==> src/etg_defs.svh <==
`ifndef ETG_DEFS_SVH
`define ETG_DEFS_SVH

// register indices; byte address is four times the index
`define ETG_IDX_EEE 5'h11
`define ETG_IDX_STAT 5'h1c
`define ETG_IDX_CTRL1 5'h1d
`define ETG_IDX_PAT 5'h1e
`define ETG_IDX_PAGE 5'h1f
`define ETG_IDX_STD_TOP 5'h0f
`define ETG_PAGE_STD 16'h0000
`define ETG_PAGE_ONE 16'h0001
`define ETG_PAGE_TWO 16'h0002

// control one, eee and status register fields
`define ETG_B_EN 15
`define ETG_B_RUN 14
`define ETG_B_DUR 13
`define ETG_F_LEN_HI 12
`define ETG_F_LEN_LO 11
`define ETG_B_IPG 10
`define ETG_F_DA_HI 9
`define ETG_F_DA_LO 6
`define ETG_F_SA_HI 5
`define ETG_F_SA_LO 2
`define ETG_B_PAY 1
`define ETG_B_FCS 0
`define ETG_B_LPI 4
`define ETG_B_ST_BUSY 0
`define ETG_B_ST_DONE 1
`define ETG_B_ST_LPI 2

`define ETG_CTRL1_RST 16'h0040
`define ETG_PAT_RST 16'h0000

// frame layout
`define ETG_LEN_00 14'h007d
`define ETG_LEN_01 14'h0040
`define ETG_LEN_10 14'h05ee
`define ETG_LEN_11 14'h2710
`define ETG_ADDR_BYTES 14'h0006
`define ETG_FCS_BYTES 14'h0004
`define ETG_ALL_ONES 8'hff
`define ETG_NIB_ONES 4'hf

// timing
`define ETG_CLK_MHZ 125
`define ETG_LINE_MBPS 1000
`define ETG_IPG_SHORT_BITS 96
`define ETG_IPG_LONG_BITS 8192
`define ETG_BLOCK_FRAMES 10000
`define ETG_BURST_FRAMES 30000000

`define ETG_CRC_POLY 32'hedb88320
`define ETG_CRC_INIT 32'hffffffff
`define ETG_LFSR_SEED 16'hace1
`define ETG_LFSR_TAPS 16'hb400
`define ETG_FIFO_DEPTH 4

`endif

==> src/etg_pkg.sv <==
package etg_pkg;

  typedef enum logic [2:0] {
    ST_IDLE = 3'h0,
    ST_DA = 3'h1,
    ST_SA = 3'h3,
    ST_PAY = 3'h2,
    ST_FCS = 3'h6,
    ST_GAP = 3'h7
  } etg_state_t;

  // one byte slot toward the medium; en low marks an idle slot
  typedef struct packed {
    logic en;
    logic last;
    logic [7:0] data;
  } etg_word_t;

  // settings frozen at the start of a run
  typedef struct packed {
    logic dur;
    logic [1:0] len;
    logic ipg;
    logic [3:0] da;
    logic [3:0] sa;
    logic pay;
    logic bad_fcs;
    logic [15:0] pattern;
  } etg_cfg_t;

endpackage

==> src/etg_gen.sv <==
// Function
// - continuous mode counts blocks of ten thousand; else burst then stop.
// - continuous cleared mid-run stops at next ten-thousand frame mark.
// - length code selects 125, 64, 1518 or 10000 byte frames.
// - gap bit clear selects 96, set 8192 bit times of idle between frames.
// - destination address all ones, low nibble from field, reset 0001.
// - source address all ones, low nibble from field, reset 0000.
// - payload type set gives random payload, clear gives fixed pattern.
// - frame check bit set appends a wrong FCS, clear a correct one.
// - fixed payload repeats the sixteen-bit pattern register, reset zero.
// - control changes during a run apply only after run restart, except clearing continuous.
// - pattern changes during a run apply only after run restart.
// - with a page selected, indices 16 to 30 reach that page.
// - page zero restores standard space; two selects page two.
// - force-idle setting sends low power idle and ignores MAC data.
//
// The implementer's own choice: register access over APB.
`timescale 1ns/1ps
`include "etg_defs.svh"

module etg_fifo #(
  parameter int W = 10,
  parameter int DEPTH = 4
) (
  input wire logic clock,
  input wire logic rst,
  input wire logic in_valid,
  output logic in_ready,
  input wire logic [W-1:0] in_data,
  output logic out_valid,
  input wire logic out_ready,
  output logic [W-1:0] out_data
);
  localparam int AW = $clog2(DEPTH);
  logic [W-1:0] mem [DEPTH];
  logic [AW-1:0] wr_ptr_reg;
  logic [AW-1:0] rd_ptr_reg;
  logic [AW:0] count_reg;
  logic do_wr;
  logic do_rd;

  assign in_ready = count_reg != (AW+1)'(DEPTH);
  assign out_valid = count_reg != '0;
  assign out_data = mem[rd_ptr_reg];
  assign do_wr = in_valid & in_ready;
  assign do_rd = out_valid & out_ready;

  always_ff @(posedge clock) begin
    if (do_wr) begin
      mem[wr_ptr_reg] <= in_data;
    end
  end

  always_ff @(posedge clock or posedge rst) begin
    if (rst) begin
      wr_ptr_reg <= '0;
      rd_ptr_reg <= '0;
      count_reg <= '0;
    end else begin
      if (do_wr) begin
        wr_ptr_reg <= (wr_ptr_reg == AW'(DEPTH - 1)) ? '0 : wr_ptr_reg + 1'b1;
      end
      if (do_rd) begin
        rd_ptr_reg <= (rd_ptr_reg == AW'(DEPTH - 1)) ? '0 : rd_ptr_reg + 1'b1;
      end
      if (do_wr && !do_rd) begin
        count_reg <= count_reg + 1'b1;
      end else if (do_rd && !do_wr) begin
        count_reg <= count_reg - 1'b1;
      end
    end
  end
endmodule

////////////////////////////////////////////////////////////////////////////

module etg_gen #(
  parameter int unsigned BLOCK_FRAMES = `ETG_BLOCK_FRAMES,
  parameter int unsigned BURST_FRAMES = `ETG_BURST_FRAMES
) (
  input wire logic clock,
  input wire logic rst,
  input wire logic psel,
  input wire logic penable,
  input wire logic pwrite,
  input wire logic [6:0] paddr,
  input wire logic [31:0] pwdata,
  output logic [31:0] prdata,
  output logic pready,
  input wire logic mac_tx_en,
  input wire logic [7:0] mac_tx_data,
  input wire logic tx_ready,
  output logic mdi_tx_en,
  output logic [7:0] mdi_tx_data,
  output logic mdi_tx_lpi
);
  import etg_pkg::*;

  localparam int BITS_PER_CYC = `ETG_LINE_MBPS / `ETG_CLK_MHZ;
  localparam logic [13:0] GAP_SHORT = 14'((`ETG_IPG_SHORT_BITS
    + BITS_PER_CYC - 1) / BITS_PER_CYC);
  localparam logic [13:0] GAP_LONG = 14'((`ETG_IPG_LONG_BITS
    + BITS_PER_CYC - 1) / BITS_PER_CYC);
  localparam logic [13:0] HDR_BYTES = 14'(2 * `ETG_ADDR_BYTES
    + `ETG_FCS_BYTES);

  function automatic logic [31:0] crc_byte(input logic [31:0] c,
                                           input logic [7:0] d);
    logic [31:0] r;
    r = c ^ {24'h000000, d};
    for (int i = 0; i < 8; i++) begin
      r = r[0] ? ((r >> 1) ^ `ETG_CRC_POLY) : (r >> 1);
    end
    return r;
  endfunction

  logic [15:0] ctrl1_reg;
  logic [15:0] pat_reg;
  logic [15:0] page_reg;
  logic lpi_reg;
  logic pready_reg;
  logic [31:0] prdata_reg;
  logic [15:0] rd_val;
  logic [4:0] idx;
  logic apb_wr;

  etg_state_t state_reg;
  etg_cfg_t cfg_reg;
  logic [13:0] bcnt_reg;
  logic [31:0] crc_reg;
  logic [15:0] lfsr_reg;
  logic [24:0] frame_cnt_reg;
  logic [13:0] block_cnt_reg;
  logic run_q_reg;
  logic done_reg;
  logic mdi_en_reg;
  logic [7:0] mdi_data_reg;
  logic mdi_lpi_reg;

  logic run_req;
  logic start;
  logic busy;
  logic push;
  logic last_byte;
  logic frame_end;
  logic burst_done;
  logic block_stop;
  logic stop_now;
  logic [13:0] flen;
  logic [13:0] seg_len;
  logic [31:0] fcs_val;
  etg_word_t word;
  etg_word_t fifo_out;
  logic fifo_in_ready;
  logic fifo_out_valid;
  logic fifo_out_ready;
  logic owns;

  ////////////////////////////////////////////////////////////////////////////
  // apb slave: one wait state so that every answer comes from a flop

  assign idx = paddr[6:2];
  assign apb_wr = psel & penable & pready_reg & pwrite;

  always_comb begin
    rd_val = 16'h0000;
    if (idx == `ETG_IDX_PAGE) begin
      rd_val = page_reg;
    end else if (idx > `ETG_IDX_STD_TOP) begin
      if (page_reg == `ETG_PAGE_ONE) begin
        case (idx)
          `ETG_IDX_CTRL1: rd_val = ctrl1_reg;
          `ETG_IDX_PAT: rd_val = pat_reg;
          `ETG_IDX_STAT: begin
            rd_val[`ETG_B_ST_BUSY] = busy;
            rd_val[`ETG_B_ST_DONE] = done_reg;
            rd_val[`ETG_B_ST_LPI] = mdi_lpi_reg;
          end
          default: rd_val = 16'h0000;
        endcase
      end else if (page_reg == `ETG_PAGE_TWO && idx == `ETG_IDX_EEE) begin
        rd_val[`ETG_B_LPI] = lpi_reg;
      end
    end
  end

  always_ff @(posedge clock or posedge rst) begin
    if (rst) begin
      pready_reg <= 1'b0;
      prdata_reg <= 32'h00000000;
    end else begin
      pready_reg <= psel & penable & ~pready_reg;
      if (psel && penable && !pready_reg) begin
        prdata_reg <= {16'h0000, rd_val};
      end
    end
  end

  always_ff @(posedge clock or posedge rst) begin
    if (rst) begin
      ctrl1_reg <= `ETG_CTRL1_RST;
      pat_reg <= `ETG_PAT_RST;
      page_reg <= `ETG_PAGE_STD;
      lpi_reg <= 1'b0;
    end else if (apb_wr) begin
      if (idx == `ETG_IDX_PAGE) begin
        page_reg <= pwdata[15:0];
      end else if (page_reg == `ETG_PAGE_ONE && idx == `ETG_IDX_CTRL1) begin
        ctrl1_reg <= pwdata[15:0];
      end else if (page_reg == `ETG_PAGE_ONE && idx == `ETG_IDX_PAT) begin
        pat_reg <= pwdata[15:0];
      end else if (page_reg == `ETG_PAGE_TWO && idx == `ETG_IDX_EEE) begin
        lpi_reg <= pwdata[`ETG_B_LPI];
      end
    end
  end

  assign prdata = prdata_reg;
  assign pready = pready_reg;

  ////////////////////////////////////////////////////////////////////////////
  // frame sequencer

  assign run_req = ctrl1_reg[`ETG_B_EN] & ctrl1_reg[`ETG_B_RUN];
  assign start = run_req & ~run_q_reg;
  assign busy = state_reg != ST_IDLE;
  assign push = busy & fifo_in_ready;

  always_comb begin
    case (cfg_reg.len)
      2'b00: flen = `ETG_LEN_00;
      2'b01: flen = `ETG_LEN_01;
      2'b10: flen = `ETG_LEN_10;
      default: flen = `ETG_LEN_11;
    endcase
    case (state_reg)
      ST_DA, ST_SA: seg_len = `ETG_ADDR_BYTES;
      ST_PAY: seg_len = flen - HDR_BYTES;
      ST_FCS: seg_len = `ETG_FCS_BYTES;
      ST_GAP: seg_len = cfg_reg.ipg ? GAP_LONG : GAP_SHORT;
      default: seg_len = 14'h0001;
    endcase
  end

  assign last_byte = bcnt_reg == seg_len - 14'h0001;
  assign frame_end = push & (state_reg == ST_FCS) & last_byte;
  assign burst_done = ~cfg_reg.dur
    & (frame_cnt_reg == 25'(BURST_FRAMES - 1));
  // continuous bit is read live so a run can be wound down at a block mark
  assign block_stop = cfg_reg.dur & ~ctrl1_reg[`ETG_B_DUR]
    & (block_cnt_reg == 14'(BLOCK_FRAMES - 1));
  assign stop_now = ~run_req | burst_done | block_stop;

  always_ff @(posedge clock or posedge rst) begin
    if (rst) begin
      state_reg <= ST_IDLE;
      bcnt_reg <= 14'h0000;
      cfg_reg <= '0;
      run_q_reg <= 1'b0;
      done_reg <= 1'b0;
    end else begin
      run_q_reg <= run_req;
      if (start) begin
        state_reg <= ST_DA;
        bcnt_reg <= 14'h0000;
        done_reg <= 1'b0;
        cfg_reg.dur <= ctrl1_reg[`ETG_B_DUR];
        cfg_reg.len <= ctrl1_reg[`ETG_F_LEN_HI:`ETG_F_LEN_LO];
        cfg_reg.ipg <= ctrl1_reg[`ETG_B_IPG];
        cfg_reg.da <= ctrl1_reg[`ETG_F_DA_HI:`ETG_F_DA_LO];
        cfg_reg.sa <= ctrl1_reg[`ETG_F_SA_HI:`ETG_F_SA_LO];
        cfg_reg.pay <= ctrl1_reg[`ETG_B_PAY];
        cfg_reg.bad_fcs <= ctrl1_reg[`ETG_B_FCS];
        cfg_reg.pattern <= pat_reg;
      end else if (busy && !run_req && state_reg == ST_GAP) begin
        state_reg <= ST_IDLE;
      end else if (push) begin
        if (last_byte) begin
          bcnt_reg <= 14'h0000;
          case (state_reg)
            ST_DA: state_reg <= ST_SA;
            ST_SA: state_reg <= ST_PAY;
            ST_PAY: state_reg <= ST_FCS;
            ST_FCS: state_reg <= stop_now ? ST_IDLE : ST_GAP;
            ST_GAP: state_reg <= ST_DA;
            default: state_reg <= ST_IDLE;
          endcase
          if (frame_end && (burst_done || block_stop)) begin
            done_reg <= 1'b1;
          end
        end else begin
          bcnt_reg <= bcnt_reg + 14'h0001;
        end
      end
    end
  end

  always_ff @(posedge clock or posedge rst) begin
    if (rst) begin
      frame_cnt_reg <= '0;
      block_cnt_reg <= 14'h0000;
    end else if (start) begin
      frame_cnt_reg <= '0;
      block_cnt_reg <= 14'h0000;
    end else if (frame_end) begin
      frame_cnt_reg <= frame_cnt_reg + 25'h0000001;
      block_cnt_reg <= (block_cnt_reg == 14'(BLOCK_FRAMES - 1)) ?
        14'h0000 : block_cnt_reg + 14'h0001;
    end
  end

  ////////////////////////////////////////////////////////////////////////////
  // byte datapath: crc and payload source

  always_ff @(posedge clock or posedge rst) begin
    if (rst) begin
      crc_reg <= `ETG_CRC_INIT;
      lfsr_reg <= `ETG_LFSR_SEED;
    end else begin
      if (start || !busy || state_reg == ST_GAP) begin
        crc_reg <= `ETG_CRC_INIT;
      end else if (push && state_reg != ST_FCS) begin
        crc_reg <= crc_byte(crc_reg, word.data);
      end
      // free-running across runs so restarts do not replay one sequence
      if (push && state_reg == ST_PAY) begin
        lfsr_reg <= lfsr_reg[0] ? ((lfsr_reg >> 1) ^ `ETG_LFSR_TAPS)
          : (lfsr_reg >> 1);
      end
    end
  end

  // keeping the register uninverted is enough to break the check
  assign fcs_val = cfg_reg.bad_fcs ? crc_reg : ~crc_reg;

  always_comb begin
    word.en = 1'b1;
    word.last = 1'b0;
    word.data = 8'h00;
    case (state_reg)
      ST_DA: word.data = last_byte ? {`ETG_NIB_ONES, cfg_reg.da}
        : `ETG_ALL_ONES;
      ST_SA: word.data = last_byte ? {`ETG_NIB_ONES, cfg_reg.sa}
        : `ETG_ALL_ONES;
      ST_PAY: begin
        if (cfg_reg.pay) begin
          word.data = lfsr_reg[7:0];
        end else begin
          word.data = bcnt_reg[0] ? cfg_reg.pattern[7:0]
            : cfg_reg.pattern[15:8];
        end
      end
      ST_FCS: begin
        word.data = 8'(fcs_val >> {bcnt_reg[1:0], 3'b000});
        word.last = last_byte;
      end
      default: word.en = 1'b0;
    endcase
  end

  etg_fifo #(
    .W($bits(etg_word_t)),
    .DEPTH(`ETG_FIFO_DEPTH)
  ) u_fifo (
    .clock(clock),
    .rst(rst),
    .in_valid(busy),
    .in_ready(fifo_in_ready),
    .in_data(word),
    .out_valid(fifo_out_valid),
    .out_ready(fifo_out_ready),
    .out_data(fifo_out)
  );

  ////////////////////////////////////////////////////////////////////////////
  // medium side mux

  assign owns = busy | fifo_out_valid;
  assign fifo_out_ready = tx_ready & ~lpi_reg & owns;

  always_ff @(posedge clock or posedge rst) begin
    if (rst) begin
      mdi_en_reg <= 1'b0;
      mdi_data_reg <= 8'h00;
      mdi_lpi_reg <= 1'b0;
    end else if (lpi_reg) begin
      mdi_en_reg <= 1'b0;
      mdi_data_reg <= 8'h00;
      mdi_lpi_reg <= 1'b1;
    end else if (owns) begin
      mdi_lpi_reg <= 1'b0;
      mdi_en_reg <= fifo_out_valid & tx_ready & fifo_out.en;
      mdi_data_reg <= (fifo_out_valid && tx_ready) ? fifo_out.data : 8'h00;
    end else begin
      mdi_lpi_reg <= 1'b0;
      mdi_en_reg <= mac_tx_en;
      mdi_data_reg <= mac_tx_data;
    end
  end

  assign mdi_tx_en = mdi_en_reg;
  assign mdi_tx_data = mdi_data_reg;
  assign mdi_tx_lpi = mdi_lpi_reg;

  ////////////////////////////////////////////////////////////////////////////
  // checks

  a_leave_idle_run: assert property (@(posedge clock) disable iff (rst)
    !busy ##1 busy |-> $past(run_req))
    else $error("generator left idle without run request");

  a_burst_bound: assert property (@(posedge clock) disable iff (rst)
    frame_end && burst_done |=> !busy && done_reg)
    else $error("burst did not stop at its frame count");

  a_block_mark: assert property (@(posedge clock) disable iff (rst)
    frame_end && block_stop && !start |=> state_reg == ST_IDLE)
    else $error("continuous run overran the block mark");

  a_gap_bound: assert property (@(posedge clock) disable iff (rst)
    state_reg == ST_GAP |-> bcnt_reg < (cfg_reg.ipg ? GAP_LONG
      : GAP_SHORT))
    else $error("interframe gap too long");

  a_da_nibble: assert property (@(posedge clock) disable iff (rst)
    push && state_reg == ST_DA && last_byte |->
      fifo_in_ready && word.data[3:0] == cfg_reg.da)
    else $error("destination nibble wrong");

  a_sa_prefix: assert property (@(posedge clock) disable iff (rst)
    push && state_reg == ST_SA && !last_byte |->
      word.data == `ETG_ALL_ONES)
    else $error("source address prefix not all ones");

  a_cfg_frozen: assert property (@(posedge clock) disable iff (rst)
    busy && !start ##1 !start |-> $stable(cfg_reg))
    else $error("run settings changed without restart");

  a_page_gate: assert property (@(posedge clock) disable iff (rst)
    psel && penable && !pready_reg && idx == `ETG_IDX_CTRL1
      && page_reg != `ETG_PAGE_ONE |=> prdata_reg == 32'h00000000)
    else $error("control read leaked outside its page");

  a_page_write: assert property (@(posedge clock) disable iff (rst)
    apb_wr && idx == `ETG_IDX_PAGE |=>
      page_reg == $past(pwdata[15:0]))
    else $error("page select not updated");

  a_lpi_force: assert property (@(posedge clock) disable iff (rst)
    lpi_reg |=> mdi_lpi_reg && !mdi_en_reg)
    else $error("low power idle not forced");

  a_mac_pass: assert property (@(posedge clock) disable iff (rst)
    !lpi_reg && !owns |=> mdi_en_reg == $past(mac_tx_en)
      && mdi_data_reg == $past(mac_tx_data))
    else $error("mac traffic not passed through");

  c_run_start: cover property (@(posedge clock) disable iff (rst)
    start ##1 busy);
  c_frame_done: cover property (@(posedge clock) disable iff (rst)
    frame_end ##1 state_reg == ST_GAP);
  c_lpi_on: cover property (@(posedge clock) disable iff (rst)
    $rose(mdi_lpi_reg));
endmodule

==> config.mk <==
export PLATFORM = sky130hd
export DESIGN_NAME = etg_gen
export DESIGN_NICKNAME = d
export VERILOG_FILES = /design/src/etg_pkg.sv /design/src/etg_gen.sv
export VERILOG_INCLUDE_DIRS = /design/src
export SDC_FILE = /design/constraint.sdc
export NUM_CORES = 1
export LEC_CHECK = 0
export ABC_CLOCK_PERIOD_IN_PS = 23700
export BUFFER_PORTS_ARGS = -buffer_cell sky130_fd_sc_hd__buf_4
export CORE_MARGIN = 2
export CORE_UTILIZATION = 45
export CTS_BUF_LIST = sky130_fd_sc_hd__clkbuf_8
export CTS_CLUSTER_SIZE = 25
export DETAILED_ROUTE_END_ITERATION = 8
export SYNTH_ARGS = -nofsm -noshare
export SYNTH_HDL_FRONTEND = slang
export SYNTH_SLANG_ARGS = --single-unit
==> constraint.sdc <==
create_clock -name clock -period 23.7 [get_ports clock]
set_input_delay 4.74 -clock clock [delete_from_list [all_inputs] [get_ports clock]]
set_output_delay 4.74 -clock clock [all_outputs]
set_load 0.05 [all_outputs]
=== Yosys cells after proc, flatten, opt, wreduce, memory -nomap -nowiden ===
Memory sizes are Yosys's and may differ from the RTL's.
Cells that the tools add are included.

* Add/sub/neg operators: 9
* $lt $le $gt $ge: 1
* Eq/ne operators: 22
* Shift operators: 1
* Multiplexer cells: 62
* Bitwise logic cells: 40
* Reduce and logical (&&, ||, !) cells: 41

{| class="wikitable"
|+ Operators with widths
! kind !! count
|-
| $mux 32 || 11
|-
| $not 13->14 || 8
|-
| $mux 14 || 7
|-
| $pmux 14 s4 || 1
|-
| $mux 25 || 2
|-
| $mux 16 || 3
|-
| $pmux 14 s3 || 1
|-
| $mux 8 || 5
|-
| $not 32->32 || 1
|-
| $pmux 8 s4 || 1
|-
| $shr 32x5->8 || 1
|-
| $xor 32x8->32 || 1
|-
| $add 14x1->14 const B || 2
|-
| $pmux 13 s2 || 1
|-
| $add 25x1->25 const B || 1
|-
| $eq 25x25->1 const B || 1
|-
| $eq 5x5->1 const B || 5
|-
| $mux 11 || 2
|-
| $mux 3 || 7
|-
| $and 1x1->1 || 17
|-
| $eq 16x1->1 const B || 1
|-
| $eq 16x2->1 const B || 1
|-
| $pmux 3 s5 || 1
|-
| $eq 14x14->1 || 1
|-
| other kinds (33) || 94
|}

* Bits in registers: 219
* RAM bits: 40
* Input port bits: 54
* Output and inout port bits: 43
* Word-level logic and storage cells: 205
* Memories kept: 1

{| class="wikitable"
|+ Memories
! memory !! words !! width !! rd ports !! clocked after Yosys merged registers in !! wr ports !! RTL line !! RTL
|-
| u_fifo.mem || 4 || 10 || 1 || 0 || 1 || etg_gen.sv:35 || <nowiki>logic [W-1:0] mem [DEPTH];</nowiki>
|}

=== Logic depth before layout (Yosys ltp) ===
Gate-level depths: netlist of the first run.

* Depth in word-level cells: 27
* Depth in mapped cells: 18
* Depth with buffers taken out: 16

=== By module ===
From an unflattened synthesis of the first run, not the netlist that was laid out.

* Cell total of the unflattened synthesis: 1251
* Area, all modules: 13401.6 µm²

{| class="wikitable"
|+ Modules (own cells, without submodules)
! module !! times used !! cells each !! area each (µm²) !! seq. area each (µm²)
|-
| etg_gen || 1 || 1161 || 11506.0 || 5356.4
|-
| etg_fifo || 1 || 90 || 1895.6 || 1376.3
|}

=== Worst setup path before layout of the first run ===
No wires, ideal clock.

* Path kind: input to register
* Start: input paddr[2]
* End: register page_reg[0]
* Library setup time: 125 ps
* Data arrival time: 6610 ps
* Required time: 23575 ps
* Setup slack: 16965 ps
* Stages: 7
* Buffers on the path: 3
* Cells stage by stage: clkbuf_1 > and3_1 > clkbuf_1 > inv_1 > nor2_1 > clkbuf_1 > mux2_2

* Cells in the longest elaborated chain, start to end: 2

{| class="wikitable"
|+ RTL lines
! item !! RTL line !! RTL
|-
| start, declared || etg_gen.sv:86 || <nowiki>input wire logic [6:0] paddr,</nowiki>
|-
| $eq 5x5->1 (no source line) || n/a ||
|-
| $reduce_and 2->1 (no source line) || n/a ||
|-
| end signal, assigned || etg_gen.sv:203 || <nowiki>page_reg <= `ETG_PAGE_STD;</nowiki>
|-
| end signal, assigned || etg_gen.sv:207 || <nowiki>page_reg <= pwdata[15:0];</nowiki>
|-
| end, declared || etg_gen.sv:119 || <nowiki>logic [15:0] page_reg;</nowiki>
|}

No other way between the ends.
A chain may end at the register's enable or synchronous reset.

=== Worst setup path after layout of the first run ===
* Start: input paddr[2]
* End: register pat_reg[13]

* Cells in the longest elaborated chain, start to end: 4
* Elaborated cells on any way between the ends: 8
* Classes of those cells: 3 x eq/ne; 2 x bitwise; 3 x reduce/logical

{| class="wikitable"
|+ RTL lines
! item !! RTL line !! RTL
|-
| $eq 5x5->1 || n/a ||
|-
| $logic_and 1x1->1 (no source line) || n/a ||
|-
| $not 1->1 (no source line) || n/a ||
|-
| $reduce_and 4->1 (no source line) (*) || n/a ||
|-
| end signal, assigned || etg_gen.sv:202 || <nowiki>pat_reg <= `ETG_PAT_RST;</nowiki>
|-
| end signal, assigned || etg_gen.sv:211 || <nowiki>pat_reg <= pwdata[15:0];</nowiki>
|-
| end, declared || etg_gen.sv:118 || <nowiki>logic [15:0] pat_reg;</nowiki>
|}

Every way passes the cells marked *; elsewhere a longest branch is shown, timed or not.

==> flow_summary.rst, run 1 <==
.. list-table::
   :header-rows: 1

   * - Metric
     - Value
   * - Result of the run
     - complete, no violations
   * - Crit path required time
     - 24.13 ns
   * - Design internal power
     - between 0.6 and 0.7 mW
   * - Switching power of the nets
     - roughly 0.23 mW
   * - WP data arrival
     - a little over 7 ns
   * - Post-CTS sizing
     - 0
   * - Clock-pin transition on the worst setup and hold timing paths
     - 0.05 ns
   * - Vias post-DR
     - 8946
   * - Power density over cell area
     - a little over 60 nW/µm²
   * - Post-DR wirelength/cell
     - 17.3 µm
   * - Number of DRC violations after detailed routing
     - 0
   * - Comb power frac
     - between 6 and 7%
   * - Flip-flop count of the largest register, all copies and words added
     - 36
   * - Count of flip-flops with a built-in enable after synthesis
     - 36
   * - Nature of the critical path endpoint
     - flop
   * - Cell family with most CP delay
     - simple AND/OR/NAND/NOR gates
   * - Total clock buffers created by CTS
     - 44
   * - Post-synthesis average cell area
     - 11.0 µm²
   * - First-pass detailed-route iteration total
     - 5
   * - Crit path buf inv count
     - 2
   * - Fraction of registers with async set/reset
     - 85.9%
   * - Area contributors post-synth
     - dfrtp_1, edfxtp_1, dfstp_2, mux2_2, nand2_1
   * - RSZ-0062 raised after global routing
     - no
   * - Final Hold Viols
     - 0
   * - Number of nets still failing antenna checks after routing
     - 0
   * - Yosys cell types
     - 79
   * - I/O pin count
     - a little under 100
   * - Worst slew margin
     - 29.6%
   * - Largest net degree at the start of global routing
     - 98
   * - Largest area contributor in the netlist
     - dfrtp_1
   * - Worst hold path class
     - reg -> reg
   * - Type of element launching the critical path
     - input pin
   * - Total number of yosys warnings
     - 0
   * - Proportion of layout cells with a drive suffix above 1
     - 23.3%
   * - XOR/XNOR share of the synthesized area
     - between 10% and 20%
   * - Worst Setup SP
     - paddr[2]
   * - Number of antenna violations at the first check in global routing
     - 0
   * - Vias in the first global route
     - around 9.0k
   * - Primary flip-flop cell chosen by synthesis mapping
     - dfrtp_1
   * - Die boundary width
     - 175 µm
   * - Clock Path Buffers
     - 3
   * - Area taken by flip-flops and latches
     - 6610 µm²
   * - Post-synthesis instance area
     - roughly 13000 µm²
   * - Largest fanout on the critical path
     - 16
   * - Peak supply drop
     - between 0.05 and 0.06 mV
   * - Slowest stage cell on the critical path
     - and2_0
   * - Leakage power
     - 6.53 nW
   * - Min cycle time layout
     - just under 7 ns
   * - R2R Setup Slk
     - 18.56 ns
   * - Least-Margin Pin Slew
     - 1.05 ns
   * - Initial cell density of the core
     - a little under half
   * - Sink Count
     - 255
   * - Area growth, synth to finish
     - 12.7%
   * - Largest clock skew in the final design
     - 0.0128 ns
   * - Buffer count from post-CTS setup fixing
     - 0
   * - Pins Over Slew Limit
     - 0
   * - Proportion of netlist area held by the largest area contributor
     - about a third
   * - Largest family of logic cells by synthesized area
     - simple AND/OR/NAND/NOR gates
   * - Part of the total power dissipated in sequential elements
     - 49.1%
   * - Adder-Cell Fraction of Synth Area
     - 1.57%
   * - Number of vias per cell
     - 5.32
   * - GRT Overall Usage
     - 19.3%
   * - Worst path cell trace
     - buf_4, nor2b_1, and2_0, inv_1, nor2_2, mux2_2
   * - Most frequently used cell type in the post-synthesis netlist
     - dfrtp_1
   * - Mux cell area share after synthesis
     - 9.66%
   * - WL final
     - around 29000 µm
   * - Setup Viol. Count Final
     - 0
   * - Final net count
     - 1332
   * - Insertion delay to the later sink of the worst-skew pair
     - about 0.55 ns
   * - Achievable clock frequency
     - roughly 150 MHz
   * - Multi-input gate area in the final layout
     - between 6000 and 7000 µm²
   * - Post-synthesis register bit count
     - roughly 260
   * - CTS tree
     - built
   * - Category of the most critical setup path
     - in -> reg
   * - Number of violations of the max-capacitance limit
     - 0
   * - Highest cell delay on the worst timing path
     - slightly below 0.8 ns
   * - Initial DRC Count
     - 558
   * - Root buffer cell
     - clkbuf_8
   * - Total die area
     - 30700 µm²
   * - Count of standard-cell rows
     - 62
   * - CORE AREA
     - between 20000 and 30000 µm²
   * - Post-synthesis simple-gate area fraction
     - roughly 15%
   * - Layout fillers
     - 2577
   * - Wire length of the first global-routing pass
     - 47800 µm
   * - Period utilisation layout
     - 28.6%
   * - DPL Wire Length
     - 20000 µm
   * - Post-Syn Instances
     - 1203
   * - Die Y-Extent
     - 175 µm
   * - Portion of total power attributed to the clock network
     - 44.7%
   * - Final global-route overflow total
     - 0
   * - RD Place Congestion
     - 0.811
   * - Fraction of the mapped netlist area in compound gates
     - 10.0%
   * - Core Util, Final
     - around half
   * - Switching portion of total power
     - between 20% and 30%
   * - Hold buffers post-CTS
     - 0
   * - Share of the yosys chip area belonging to registers
     - 50.1%
   * - H-tree levels
     - 2
   * - Start point of the worst min-delay path
     - cfg_reg[21]
   * - Setup tns final
     - 0 ns
   * - Reg-to-Reg Start
     - state_reg[0]
   * - Antenna Cells
     - 0
   * - Commonest cells in the netlist
     - dfrtp_1, nand2_1, nor2_1
   * - Number of port buffers
     - 62
## metal layers
layer | global-route usage [%] | up-vias | part of all wire (%) | wire, µm
li1 | - | 4331 | - | -
met1 | 27.4 | 4393 | 47 | 13700
met2 | 30.6 | 182 | 47 | 13500
met3 | 3.51 | 40 | 4.3 | 1240
met4 | 5.17 | 0 | 1.9 | 537
met5 | 0 | - | 0 | 0
## tightest hold or removal path, cell delays in order, from the launching register on
cell and delay (ns):
dfrtp_1 0.33, nand2_1 0.05, nand2_1 0.05
## path summary, 6_finish.rpt
kind,end,cells past startpoint
max,pat_reg[13],6
min,cfg_reg[21],2
max reg2reg,crc_reg[26],14
min reg2reg,cfg_reg[21],2
max in group asynchronous,lfsr_reg[8],3
min in group asynchronous,frame_cnt_reg[5],2
## area by class of cell
cell class                 count  share of cell area, %
inverter                      29                  0.783
multi-input combinational    857                   41.5
timing repair buffer          75                   3.79
sequential                   255                   44.5
clock buffer                  55                   5.09
clock inverter                26                   1.11
tap                          384                   3.23
## cell usage in the layout, fill, tap and decap left out, drive strengths merged, types with 6 or more instances in the layout
master / instances
a22oi: 21
nand2: 174
dfrtp: 178
or3: 9
o22a: 29
nand3b: 6
or2: 9
a22o: 13
xnor3: 9
dfstp: 41
and2: 11
edfxtp: 36
buf: 75
inv: 41
a21oi: 28
xor2: 53
nand2b: 8
clkinv: 12
nand4: 11
o21ai: 76
nor3b: 6
and3: 14
nor3: 12
mux2: 65
ha: 15
mux2i: 16
nor4: 14
nand3: 25
clkbuf: 55
nor2: 84
conb: 16
mux4: 17
xnor2: 60
## through the flow
step,hold WS (ns),worst slack (ns),cells,total power [mW],instance area (µm²)
6_report,0.471,16.92,1681,0.921,14900
4_1_cts,0.476,16.88,1681,0.933,14900
3_5_place_dp,0.463,16.33,1600,0.518,13900
2_1_floorplan,0.400,13.04,1218,0.499,13300
5_1_grt,0.499,16.70,1681,0.957,14900
3_3_place_gp,0.457,16.38,1600,0.518,13900
## power by group through the flow
stage,logic (mW),registers (mW),clock network (mW)
after floorplan,0.0166,0.483,0
after global placement,0.0582,0.459,0
after detailed placement,0.0583,0.459,0
after CTS,0.0584,0.452,0.423
after global routing,0.0613,0.452,0.444
final,0.0575,0.452,0.411
## cells by family after synthesis
| group | count (synthesis) |
|---|---|
| other cells | 1 |
| simple gates | 403 |
| xor+xnor | 123 |
| mux | 98 |
| fa+ha+maj | 16 |
| compound gates | 201 |
| flops | 255 |
| buf+inv | 106 |
Note: power is estimated with default switching activity, not from simulation.
==> inputs of run 2 (changes only) <==
Settings changed: ABC_CLOCK_PERIOD_IN_PS 23700 to 6330.
Clock period 23.7 ns to 6.33 ns, I/O delays scaled along.
==> run 2 against run 1 <==
Compared with the run above: largest cell class unchanged; critical path depth is 8 higher; combinational power rose to 3.8 times the previous value; critical endpoint is now crc_reg[19]; worst setup slack lost 15 ns; die area is the same; count of clock-buffer cells in the layout shrank 1.
==> flow_summary.rst, run 2 (synthesis gave the netlist of run 1 again) <==
.. list-table::
   :header-rows: 1

   * - Metric
     - Value
   * - Design internal power
     - 2.59 mW
   * - Start point of the worst min-delay path
     - cfg_reg[1]
   * - WP data arrival
     - 5.38 ns
   * - Number of DRC violations after detailed routing
     - 0
   * - Reg-to-Reg Start
     - state_reg[1]
   * - Post-DR wirelength/cell
     - 17.3 µm
   * - Category of the most critical setup path
     - reg -> reg
   * - Largest net degree at the start of global routing
     - around 110
   * - Crit path required time
     - 6.80 ns
   * - Type of element launching the critical path
     - flop
   * - Commonest cells after routing, fill and taps aside
     - dfrtp_1, nand2_1, nor2_1
   * - Post-CTS sizing
     - 0
   * - Leakage power
     - between 6 and 7 nW
   * - Peak supply drop
     - ~0.16 mV
   * - Worst slew margin
     - 21.5%
   * - Proportion of layout cells with a drive suffix above 1
     - between 20 and 25%
   * - Switching power of the nets
     - 0.831 mW
   * - Final net count
     - 1332
   * - WL final
     - 29100 µm
   * - Final global-route overflow total
     - 0
   * - Clock Path Buffers
     - 3
   * - Vias post-DR
     - 8990
   * - Portion of total power attributed to the clock network
     - 44.2%
   * - Placement Setup Slack
     - 1.51 ns
   * - Total clock buffers created by CTS
     - 45
   * - Clock-pin transition on the worst setup and hold timing paths
     - 0.06 ns
   * - Number of instances in the placed design
     - 1599
   * - Vias in the first global route
     - 8910
   * - Most common library cell in the layout ignoring fill and taps
     - dfrtp_1
   * - Total die area
     - 30700 µm²
   * - H-tree levels
     - 2
   * - Power density over cell area
     - 230 nW/µm²
   * - Number of vias per cell
     - 5.34
   * - Pins Over Slew Limit
     - 0
   * - Setup Viol. Count Final
     - 0
   * - Number of nets still failing antenna checks after routing
     - 0
   * - Initial DRC Count
     - 491
   * - Die Y-Extent
     - between 150 and 200 µm
   * - CORE AREA
     - 28800 µm²
   * - Worst hold path class
     - reg -> reg
   * - CTS tree
     - built
   * - Part of the total power dissipated in sequential elements
     - 49.5%
   * - DPL Wire Length
     - 20300 µm
   * - Initial cell density of the core
     - 45.9%
   * - Result of the run
     - complete, no violations
   * - Min cycle time layout
     - 4.91 ns
   * - Final Hold Viols
     - 0
   * - Worst Setup SP
     - state_reg[1]
   * - Antenna Cells
     - 0
   * - Largest fanout on the critical path
     - 26
   * - Comb power frac
     - under 10%
   * - Area of all placed cells without fillers
     - 14900 µm²
   * - Instance area after placement
     - approximately 14000 µm²
   * - Insertion delay to the later sink of the worst-skew pair
     - 0.55 ns
   * - Number of port buffers
     - between 60 and 70
   * - First-pass detailed-route iteration total
     - 6
   * - GRT Overall Usage
     - 19.4%
   * - RSZ-0062 raised after global routing
     - no
   * - Number of violations of the max-capacitance limit
     - 0
   * - Total power after layout
     - 3.42 mW
   * - Flip-flop count of the largest register, all copies and words added
     - 36
   * - Least-Margin Pin Slew
     - 1.18 ns
   * - Die boundary width
     - approximately 180 µm
   * - I/O pin count
     - 97
   * - Period utilisation layout
     - 77.6%
   * - Nature of the critical path endpoint
     - flop
   * - Number of antenna violations at the first check in global routing
     - 0
   * - Final worst slack
     - 1.42 ns
   * - Switching portion of total power
     - 24.3%
   * - Setup tns final
     - 0 ns
   * - Wire length of the first global-routing pass
     - around 48000 µm
   * - RD Place Congestion
     - 0.859
   * - Achievable clock frequency
     - 204 MHz
   * - Buffer count from post-CTS setup fixing
     - 0
   * - Sink Count
     - approximately 260
   * - Layout Cells excl Fill
     - 1683
   * - Area growth, synth to finish
     - 12.8%
   * - Count of standard-cell rows
     - 62
   * - Largest clock skew in the final design
     - between 0.015 and 0.02 ns
   * - Root buffer cell
     - clkbuf_8
   * - Hold buffers post-CTS
     - 0
run 2: path summary, 6_finish.rpt:
path | end | cells after the start | slack (ns)
setup reg to reg | crc_reg[19] | 14 | 1.42
hold reg to reg | cfg_reg[1] | 2 | 0.48
hold / removal | cfg_reg[1] | 2 | 0.48
min in group asynchronous | frame_cnt_reg[6] | 2 | 0.83
setup / recovery | crc_reg[19] | 14 | 1.42
max in group asynchronous | lfsr_reg[12] | 3 | 4.48
run 2: worst max-delay path: stages (launching register included):
cell and delay, ns:
dfrtp_1 0.91, buf_4 0.30, a21oi_1 0.07, or2_2 0.30, ha_1 0.28, xor2_1 0.16, o21ai_0 0.10, nor4_1 0.30
nand4_2 0.23, nor4_1 0.45, o21ai_2 0.22, xor2_4 0.43, xor2_2 0.41, xnor3_1 0.47, o22a_1 0.17
run 2: area by class of cell:
| cell class | count | area, µm² |
|---|---|---|
| clock buffers | 54 | 743 |
| flip-flops and latches | 255 | 6610 |
| inverters | 29 | 113 |
| multi-input cells | 857 | 6190 |
| repair buffers | 74 | 581 |
| well taps | 384 | 480 |
| clock inverters | 30 | 170 |
| fillers | 2617 | 13900 |
run 2: through the flow:
step / hold slack [ns] / util [%]
after global placement: 0.459 / 48.5
after CTS: 0.478 / 51.7
after floorplan: 0.400 / -
after detailed placement: 0.463 / 48.5
after global routing: 0.500 / 51.7
final: 0.477 / 51.7
run 2: routing by layer:
metal / GRT usage (%) / part of all wire, % / up-vias
met2: 30.6 / 46 / 182
met4: 6.01 / 2.4 / 0
met3: 2.99 / 4.3 / 51
met1: 27.8 / 47 / 4429
met5: 0 / 0 / -
li1: - / - / 4328
run 2: power by group through the flow:
stage	sequential, mW	clock (mW)	combinational (mW)
2_1_floorplan	1.81	0	0.0624
3_3_place_gp	1.72	0	0.220
3_5_place_dp	1.72	0	0.220
4_1_cts	1.69	1.56	0.220
5_1_grt	1.69	1.64	0.231
6_report	1.69	1.51	0.216
